$ cat config.mk
export PLATFORM = sky130hd
export DESIGN_NAME = dma_channel_control
export DESIGN_NICKNAME = d
export VERILOG_FILES = /design/src/dma_channel_control_pkg.sv /design/src/dma_channel_control.sv
export SDC_FILE = /design/constraint.sdc
export NUM_CORES = 1
export LEC_CHECK = 0
export ABC_AREA = 1
export BUFFER_PORTS_ARGS = -buffer_cell sky130_fd_sc_hd__buf_4
export CAP_MARGIN = 20
export CELL_PAD_IN_SITES_DETAIL_PLACEMENT = 1
export CELL_PAD_IN_SITES_GLOBAL_PLACEMENT = 1
export CORE_MARGIN = 2
export CORE_UTILIZATION = 44
export CTS_CLUSTER_DIAMETER = 30
export DETAILED_ROUTE_END_ITERATION = 8
export GPL_TIMING_DRIVEN = 0
export PLACE_DENSITY = 0.91
export SLEW_MARGIN = 20
export SYNTH_ARGS = -nofsm -noshare
export SYNTH_HDL_FRONTEND = slang
export SYNTH_SLANG_ARGS = --single-unit
$ cat constraint.sdc
create_clock -name aclk -period 2.6 [get_ports aclk]
set_input_delay 0.39 -clock aclk [delete_from_list [all_inputs] [get_ports aclk]]
set_output_delay 0.39 -clock aclk [all_outputs]
set_load 0.03 [all_outputs]
$ cat src/dma_channel_control_pkg.sv
// Purpose: Shared constants and types for the DMA channel control block.
// Assumes: AXI4-Lite slave with 8-bit byte addresses and 32-bit data.
// Notes: Each register takes one aligned word, data in the low bits.
`default_nettype none
package dma_channel_control_pkg;
	// ****************************************
	// Sizes and register map
	// ****************************************
	localparam int CHANNELS = 3;
	localparam logic [7:0] GLOBAL_OFFSET = 8'h00;
	localparam logic [7:0] IRQ_STATUS_OFFSET = 8'h04;
	localparam logic [7:0] IRQ_MASK_OFFSET = 8'h08;
	localparam logic [7:0] CHANNEL_BASE = 8'h10;
	localparam logic [7:0] CHANNEL_STRIDE = 8'h10;
	localparam logic [7:0] CTL_SUB = 8'h00;
	localparam logic [7:0] SRC_SUB = 8'h04;
	localparam logic [7:0] SIZE_SUB = 8'h08;
	// ****************************************
	// Field positions and reset values
	// ****************************************
	localparam int NMI_ABORT_BIT = 0;
	localparam int ROTATE_BIT = 1;
	localparam int FETCH_ALIGNED_BIT = 2;
	localparam int SW_REQ_BIT = 0;
	localparam int ABORTED_BIT = 1;
	localparam int IRQ_ENABLE_BIT = 2;
	localparam int IRQ_FLAG_BIT = 3;
	localparam int ENABLE_BIT = 4;
	localparam int LEVEL_BIT = 5;
	localparam int SRC_BYTE_BIT = 6;
	localparam int DST_BYTE_BIT = 7;
	localparam int SRC_STEP_LSB = 8;
	localparam int ABORT_STATUS_LSB = 3;
	localparam logic [15:0] CTL_STORED_MASK = 16'h7FFE;
	localparam logic [15:0] CTL_RESET = 16'h0000;
	localparam logic [15:0] WORD_RESET = 16'h0000;
	localparam logic [2:0] GLOBAL_RESET = 3'h0;
	localparam logic [5:0] MASK_RESET = 6'h00;
	localparam logic [1:0] RESP_OKAY = 2'h0;
	localparam logic [1:0] RESP_SLVERR = 2'h2;
	// ****************************************
	// Types
	// ****************************************
	typedef enum logic [1:0] {
		STEP_HOLD = 2'b00,
		STEP_HOLD_ALT = 2'b01,
		STEP_DOWN = 2'b10,
		STEP_UP = 2'b11
	} step_mode_type;
	typedef enum logic [1:0] {
		ST_IDLE = 2'b00,
		ST_WAIT_FETCH = 2'b01,
		ST_MOVE = 2'b10
	} state_type;
	typedef struct packed {
		logic valid;
		logic [1:0] channel;
		logic [15:0] src_addr;
		logic src_byte;
		logic dst_byte;
	} xfer_req_type;
endpackage
`default_nettype wire

$ cat src/dma_channel_control.sv
// Purpose: Three-channel DMA control: triggers, priority, NMI abort, regs.
// Assumes: All inputs synchronous to aclk; memory side answers xfer_done.
// Notes: One transfer at a time; the data mover itself lives outside.
//
// Chosen here: the AXI4-Lite slave port and the register offsets.
`timescale 1ns/1ps
`default_nettype none
module dma_channel_control
	import dma_channel_control_pkg::*;
(
	input wire logic aclk,
	input wire logic aresetn,
	input wire logic [7:0] awaddr,
	input wire logic awvalid,
	output logic awready,
	input wire logic [31:0] wdata,
	input wire logic [3:0] wstrb,
	input wire logic wvalid,
	output logic wready,
	output logic [1:0] bresp,
	output logic bvalid,
	input wire logic bready,
	input wire logic [7:0] araddr,
	input wire logic arvalid,
	output logic arready,
	output logic [31:0] rdata,
	output logic [1:0] rresp,
	output logic rvalid,
	input wire logic rready,
	input wire logic [2:0] trigger,
	input wire logic fetch_strobe,
	input wire logic nmi,
	input wire logic xfer_done,
	output var xfer_req_type xfer_req,
	output logic irq
);
	// ****************************************
	// Helpers
	// ****************************************
	function automatic logic [CHANNELS-1:0] chan_hit(input logic [7:0] a,
		input logic [7:0] sub);
		chan_hit = '0;
		for (int i = 0; i < CHANNELS; i++) begin
			if (a == CHANNEL_BASE + 8'(i) * CHANNEL_STRIDE + sub) begin
				chan_hit[i] = 1'b1;
			end
		end
	endfunction

	function automatic logic [1:0] idx_of(input logic [2:0] oh);
		idx_of = oh[2] ? 2'h2 : (oh[1] ? 2'h1 : 2'h0);
	endfunction

	function automatic logic [1:0] next_ch(input logic [1:0] c);
		next_ch = (c == 2'h2) ? 2'h0 : c + 2'h1;
	endfunction

	// Priority walk from first; found flag in bit 2
	function automatic logic [2:0] pick(input logic [2:0] req,
		input logic [1:0] first);
		logic [1:0] idx;
		pick = 3'h0;
		idx = first;
		for (int k = 0; k < CHANNELS; k++) begin
			if (req[idx] && !pick[2]) begin
				pick = {1'b1, idx};
			end
			idx = next_ch(idx);
		end
	endfunction

	function automatic logic [15:0] merge16(input logic [15:0] old,
		input logic [31:0] d, input logic [3:0] s);
		merge16 = {s[1] ? d[15:8] : old[15:8], s[0] ? d[7:0] : old[7:0]};
	endfunction

	// ****************************************
	// State
	// ****************************************
	logic [2:0] global_ctl;
	logic [5:0] irq_mask;
	logic [15:0] ctl [CHANNELS];
	logic [15:0] src_addr_reg [CHANNELS];
	logic [15:0] size_reg [CHANNELS];
	logic [15:0] work_src [CHANNELS];
	logic [15:0] count [CHANNELS];
	logic [15:0] next_ctl [CHANNELS];
	logic [15:0] next_work_src [CHANNELS];
	logic [15:0] next_count [CHANNELS];
	logic [CHANNELS-1:0] pend, next_pend, trig_prev, done, abort;
	logic [CHANNELS-1:0] flags, aborted, irq_en;
	logic [CHANNELS-1:0] wr_ctl, wr_src, wr_size, rd_ctl, rd_src, rd_size;
	logic [5:0] irq_status;
	state_type state, next_state;
	logic [1:0] active_ch, rr_first;
	logic nmi_pending, nmi_hit, halting, next_nmi;
	logic [2:0] grant;
	logic aw_held, w_held, do_write, wr_global, wr_status, wr_mask, wr_known;
	logic [7:0] aw_addr_q;
	logic [31:0] wdata_q;
	logic [3:0] wstrb_q;
	logic [31:0] rd_value;
	logic rd_known;
	xfer_req_type next_xfer;

	// ****************************************
	// Register decode
	// ****************************************
	assign do_write = aw_held && w_held && !bvalid;
	assign wr_global = do_write && aw_addr_q == GLOBAL_OFFSET;
	assign wr_status = do_write && aw_addr_q == IRQ_STATUS_OFFSET;
	assign wr_mask = do_write && aw_addr_q == IRQ_MASK_OFFSET;
	assign wr_ctl = do_write ? chan_hit(aw_addr_q, CTL_SUB) : '0;
	assign wr_src = do_write ? chan_hit(aw_addr_q, SRC_SUB) : '0;
	assign wr_size = do_write ? chan_hit(aw_addr_q, SIZE_SUB) : '0;
	assign wr_known = wr_global || wr_status || wr_mask || (|wr_ctl)
		|| (|wr_src) || (|wr_size);
	assign rd_ctl = chan_hit(araddr, CTL_SUB);
	assign rd_src = chan_hit(araddr, SRC_SUB);
	assign rd_size = chan_hit(araddr, SIZE_SUB);
	assign irq_status = {aborted, flags};

	always_comb begin
		rd_value = '0;
		rd_known = 1'b1;
		if (araddr == GLOBAL_OFFSET) begin
			rd_value = {29'h0, global_ctl};
		end else if (araddr == IRQ_STATUS_OFFSET) begin
			rd_value = {26'h0, irq_status};
		end else if (araddr == IRQ_MASK_OFFSET) begin
			rd_value = {26'h0, irq_mask};
		end else if (|rd_ctl) begin
			rd_value = {16'h0, ctl[idx_of(rd_ctl)]};
		end else if (|rd_src) begin
			rd_value = {16'h0, src_addr_reg[idx_of(rd_src)]};
		end else if (|rd_size) begin
			rd_value = {16'h0, size_reg[idx_of(rd_size)]};
		end else begin
			rd_known = 1'b0;
		end
	end

	// ****************************************
	// Channels
	// ****************************************
	for (genvar i = 0; i < CHANNELS; i++) begin : g_chan
		logic hw_trig, sw_req, block_end, clr_flag, clr_abort;
		logic [15:0] step, wr_val;
		assign flags[i] = ctl[i][IRQ_FLAG_BIT];
		assign aborted[i] = ctl[i][ABORTED_BIT];
		assign irq_en[i] = ctl[i][IRQ_ENABLE_BIT];
		assign wr_val = merge16(ctl[i], wdata_q, wstrb_q);
		assign sw_req = wr_ctl[i] && wstrb_q[0] && wdata_q[SW_REQ_BIT];
		assign hw_trig = ctl[i][LEVEL_BIT] ? trigger[i]
			: trigger[i] && !trig_prev[i];
		assign done[i] = state == ST_MOVE && xfer_done && active_ch == 2'(i);
		assign abort[i] = halting && active_ch == 2'(i);
		assign block_end = done[i] && count[i] == 16'h0001;
		assign clr_flag = wr_status && wstrb_q[0] && wdata_q[i];
		assign clr_abort = wr_status && wstrb_q[0]
			&& wdata_q[ABORT_STATUS_LSB + i];
		// Hardware sets come last so an event beats a same-cycle clear
		always_comb begin
			next_ctl[i] = wr_ctl[i] ? (wr_val & CTL_STORED_MASK) : ctl[i];
			if (clr_flag) begin
				next_ctl[i][IRQ_FLAG_BIT] = 1'b0;
			end
			if (clr_abort) begin
				next_ctl[i][ABORTED_BIT] = 1'b0;
			end
			if (block_end) begin
				next_ctl[i][IRQ_FLAG_BIT] = 1'b1;
			end
			if (abort[i]) begin
				next_ctl[i][ENABLE_BIT] = 1'b0;
				next_ctl[i][ABORTED_BIT] = 1'b1;
			end
		end
		assign next_pend[i] = next_ctl[i][ENABLE_BIT] && size_reg[i] != 16'h0
			&& !abort[i] && (hw_trig || sw_req || (pend[i] && !done[i]));
		assign next_count[i] = wr_size[i] ? merge16(count[i], wdata_q, wstrb_q)
			: block_end ? size_reg[i]
			: done[i] ? count[i] - 16'h0001 : count[i];
		assign step = ctl[i][SRC_BYTE_BIT] ? 16'h0001 : 16'h0002;
		always_comb begin
			next_work_src[i] = work_src[i];
			if (wr_src[i]) begin
				next_work_src[i] = merge16(src_addr_reg[i], wdata_q, wstrb_q);
			end else if (block_end) begin
				next_work_src[i] = src_addr_reg[i];
			end else if (done[i]) begin
				case (step_mode_type'(ctl[i][SRC_STEP_LSB +: 2]))
					STEP_UP: next_work_src[i] = work_src[i] + step;
					STEP_DOWN: next_work_src[i] = work_src[i] - step;
					default: next_work_src[i] = work_src[i];
				endcase
			end
		end
	end

	// ****************************************
	// Arbitration and sequencing
	// ****************************************
	// Fixed order is the rotating walk pinned to channel 0
	assign grant = pick(pend, global_ctl[ROTATE_BIT] ? rr_first : 2'h0);
	assign nmi_hit = nmi_pending || (nmi && global_ctl[NMI_ABORT_BIT]);
	assign halting = nmi_hit && ((state == ST_MOVE && xfer_done)
		|| state == ST_WAIT_FETCH);
	assign next_nmi = state != ST_IDLE && !halting && nmi_hit;

	always_comb begin
		next_state = state;
		case (state)
			ST_IDLE: begin
				if (grant[2]) begin
					next_state = global_ctl[FETCH_ALIGNED_BIT] ? ST_WAIT_FETCH
						: ST_MOVE;
				end
			end
			ST_WAIT_FETCH: begin
				if (halting) begin
					next_state = ST_IDLE;
				end else if (fetch_strobe) begin
					next_state = ST_MOVE;
				end
			end
			ST_MOVE: begin
				if (xfer_done) begin
					next_state = ST_IDLE;
				end
			end
			default: next_state = ST_IDLE;
		endcase
	end

	always_comb begin
		next_xfer = xfer_req;
		next_xfer.valid = next_state == ST_MOVE;
		if (state == ST_IDLE && grant[2]) begin
			next_xfer.channel = grant[1:0];
			next_xfer.src_addr = work_src[grant[1:0]];
			next_xfer.src_byte = ctl[grant[1:0]][SRC_BYTE_BIT];
			next_xfer.dst_byte = ctl[grant[1:0]][DST_BYTE_BIT];
		end
	end

	always_ff @(posedge aclk) begin
		if (!aresetn) begin
			state <= ST_IDLE;
			active_ch <= 2'h0;
			rr_first <= 2'h0;
			nmi_pending <= 1'b0;
			xfer_req <= '0;
			irq <= 1'b0;
			pend <= 3'h0;
			trig_prev <= 3'h0;
		end else begin
			state <= next_state;
			if (state == ST_IDLE && grant[2]) begin
				active_ch <= grant[1:0];
			end
			if (|done) begin
				rr_first <= next_ch(active_ch);
			end
			nmi_pending <= next_nmi;
			xfer_req <= next_xfer;
			irq <= |(irq_status & irq_mask & {3'h7, irq_en});
			pend <= next_pend;
			trig_prev <= trigger;
		end
	end

	always_ff @(posedge aclk) begin
		for (int i = 0; i < CHANNELS; i++) begin
			if (!aresetn) begin
				ctl[i] <= CTL_RESET;
				src_addr_reg[i] <= WORD_RESET;
				size_reg[i] <= WORD_RESET;
				work_src[i] <= WORD_RESET;
				count[i] <= WORD_RESET;
			end else begin
				ctl[i] <= next_ctl[i];
				if (wr_src[i]) begin
					src_addr_reg[i] <= merge16(src_addr_reg[i], wdata_q, wstrb_q);
				end
				if (wr_size[i]) begin
					size_reg[i] <= merge16(size_reg[i], wdata_q, wstrb_q);
				end
				work_src[i] <= next_work_src[i];
				count[i] <= next_count[i];
			end
		end
	end

	// ****************************************
	// AXI4-Lite slave
	// ****************************************
	always_ff @(posedge aclk) begin
		if (!aresetn) begin
			global_ctl <= GLOBAL_RESET;
			irq_mask <= MASK_RESET;
		end else begin
			if (wr_global && wstrb_q[0]) begin
				global_ctl <= wdata_q[2:0];
			end
			if (wr_mask && wstrb_q[0]) begin
				irq_mask <= wdata_q[5:0];
			end
		end
	end

	always_ff @(posedge aclk) begin
		if (!aresetn) begin
			{aw_held, w_held, awready, wready, bvalid} <= 5'h00;
			bresp <= RESP_OKAY;
			aw_addr_q <= 8'h00;
			wdata_q <= 32'h0;
			wstrb_q <= 4'h0;
		end else begin
			if (awvalid && awready) begin
				aw_held <= 1'b1;
				awready <= 1'b0;
				aw_addr_q <= awaddr;
			end else if (!aw_held) begin
				awready <= 1'b1;
			end
			if (wvalid && wready) begin
				w_held <= 1'b1;
				wready <= 1'b0;
				wdata_q <= wdata;
				wstrb_q <= wstrb;
			end else if (!w_held) begin
				wready <= 1'b1;
			end
			if (do_write) begin
				bvalid <= 1'b1;
				bresp <= wr_known ? RESP_OKAY : RESP_SLVERR;
				aw_held <= 1'b0;
				w_held <= 1'b0;
			end else if (bvalid && bready) begin
				bvalid <= 1'b0;
			end
		end
	end

	always_ff @(posedge aclk) begin
		if (!aresetn) begin
			{arready, rvalid} <= 2'h0;
			rdata <= 32'h0;
			rresp <= RESP_OKAY;
		end else if (arvalid && arready) begin
			arready <= 1'b0;
			rvalid <= 1'b1;
			rdata <= rd_value;
			rresp <= rd_known ? RESP_OKAY : RESP_SLVERR;
		end else if (rvalid && rready) begin
			rvalid <= 1'b0;
			arready <= 1'b1;
		end else if (!rvalid) begin
			arready <= 1'b1;
		end
	end

	for (genvar i = 0; i < CHANNELS; i++) begin : g_chk

	end
endmodule // dma_channel_control
`default_nettype wire

==> metrics.txt <==
worst skew pair latency 0.63 ns; Rows 78; Setup Crit Path Kind in2reg; Worst EP arrival 3.00 ns; CTS sink cnt 327; register area share after synthesis 37.0%; Die Area 47900 µm²; largest net degree at the start of global routing 18; DR DRC count 0; nets 3341; library cells used by synthesis 56; switching part of the total 25.0%; H-tree levels 3; R2R setup slack 0 ns; First-pass DRT Iterations 6; Top-Level Pins 128; fin util 54.9%; root buffer cell clkbuf_16; PnR Total Power 17300 µW; min setup slack post-route -0.0851 ns; hold depth 4; top post-synthesis cells by area dfxtp_1, edfxtp_1, nand2_1, a21oi_1, o21ai_0; Vias/cell 6.18; Gate power share 4.7%; final hold violations 0; first-pass GRT wire length 153000 µm; reg2reg end count[1][8]; Yosys top cell by area dfxtp_1; placed insts 3764; min Tclk post-route 2.69 ns; relative slew slack 21.8%; most frequent cells in the layout nand2_1, inv_1, a21oi_1; Total GRT Usage 42.7%; Min-Delay Startpoint rready; cell mode on critical path clkbuf_1; Area Overhead vs Synth 22.9%; routability cong. 1.03; clock skew 0.0193 ns; fin crit share 103%; FF+latch count, synth 327; final setup vio count 41; Psw 4330 µW; antenna diode count 0; hold endpoint rvalid; CTS max path bufs 3; Die X 219 µm; initial core utilization 44.7%; P per Cell Area 694 nW/µm²; Critical Path Max Stage Delay 0.80 ns; RSZ-0062 raised after global routing false; Post-synth EDFFs 96; critical-path cell list clkbuf_1 -> inv_2 -> buf_1 -> clkbuf_1 -> nor2_1; Min-Delay Path Class in2reg; PortBufs 90; R2R cell count 8; Synth Flop Type dfxtp_1; max-cap viol count 0; Num CTS Buffers 85; Pint 13000 µW; Critical R2R Launch active_ch[0]; Ys Warns 0; Worst EP required 2.92 ns; Clk pwr share 63.6%; hpwl dp 77300 µm; via count 24300; cell count after synthesis 3057; die height 219 µm; non-filler cells, final 3932; maximum fanout along the worst path 10; DRT iter0 DRCs 2754; post-route ant nets 0; grt total ovfl 0; Async S/R FF share, synth 0%; Leak 0.0112 µW; violated checks setup timing; CTS tree yes; slowest cell on the critical path clkbuf_1; Flop pwr share 31.7%; maximum vdd drop 0.562 mV; post-synth top area share 22.8%; commonest non-fill, non-tap cell in the layout nand2_1; Worst setup SP type input pin; core area 45500 µm²; Post-Syn Area 20300 µm²; initial antenna violation count 4; Place WS -0.965 ns; CP Capture Type flip-flop; Clock transition at path regs 0.04 ns; Avg Inst Size Synth 6.65 µm²; drt wl/cell 26.3 µm; Pins Over Slew Limit 0; total routed wirelength 104000 µm; Worst-Margin Slew 1.17 ns; fmax 0.372 GHz; vias in the first global route 24900; layout cells sized above 1 12.1%; status finished, violations left
kinds of logic after synthesis:
kind of cell	count (synthesis)	share of synthesized area [%]
other cells	1	0.0185
fa+ha+maj	15	1.03
simple gates	1341	28.4
compound gates	771	20.6
flops	327	37.0
buf+inv	559	11.1
xor+xnor	43	1.85
layout make-up:
cell class	instances	area, µm²
Fill cell	5976	20500
Multi-Input combinational cell	2188	10700
Sequential cell	327	7510
Clock buffer	113	2400
Inverter	413	1560
Timing Repair Buffer	103	811
Tap cell	600	751
Buffer	143	709
Clock inverter	45	562
per-layer routing:
metal  global-route usage (%)  up-vias  routed length (µm)
li1                         -    10600                   -
met1                     53.3    11800               40100
met2                     66.9     1459               45600
met3                     12.1      397               11600
met4                     22.7        6                6170
met5                        0        -                  46
cell usage after synthesis, drive strengths merged (5+ instances only):
master and instances:
inv 408, a41oi 18, a211oi 5, clkbuf 69
nand4 26, a31oi 20, nand2 672, edfxtp 96
xnor2 12, nor2 320, xor2 31, o21ai 318
clkinv 5, a21oi 332, o211ai 37, buf 77
nor3 52, dfxtp 231, o221ai 13, ha 12
o22ai 16, nor4 15, nand3 244
worst max-delay path, delay by kind of cell:
family,cells,cell delay (ns)
buffers and inverters,4,2.43
AND/OR/NAND/NOR,1,0.15
power by group through the flow:
stage	Sequential [µW]	Combinational (µW)	Clock (µW)
2_1_floorplan	5510	386	0
3_3_place_gp	5570	722	0
3_5_place_dp	5570	742	0
4_1_cts	5490	768	10900
5_1_grt	5490	837	11200
6_report	5500	811	11000
timing repair:
action	in CTS	in global routing
hold buffers	5	0
endpoints found under the hold margin	5	0
pin swaps	1	4
setup endpoints to repair	129	115
setup buffers	2	6
resized for setup	8	26
through the flow:
| stage | hold WS, ns | cell area, µm² | setup TNS [ns] |
|---|---|---|---|
| 6_report | 0.0671 | 25000 | -1.04 |
| 4_1_cts | 0.0557 | 24800 | 0 |
| 3_3_place_gp | 0.430 | 21800 | -138.77 |
| 5_1_grt | 0.0809 | 25000 | 0 |
| 2_1_floorplan | 0.420 | 20400 | 0 |
| 3_5_place_dp | 0.435 | 21800 | -99.60 |
worst max path at each step:
| stage | startpoint | end | slack, ns | cells after the start |
|---|---|---|---|---|
| finish | aresetn | src_addr_reg[0][15] | -0.09 | 5 |
| global route | aresetn | src_addr_reg[1][0] | 0.002 | 5 |
| CTS | state[1] | count[0][10] | 0.006 | 9 |
| detailed placement | aresetn | src_addr_reg[1][3] | -0.97 | 4 |
| global placement | aresetn | src_addr_reg[1][2] | -1.52 | 4 |
| floorplan | bvalid | src_addr_reg[2][0] | 0.41 | 7 |
No activity file was read; power rests on OpenSTA's default activity.
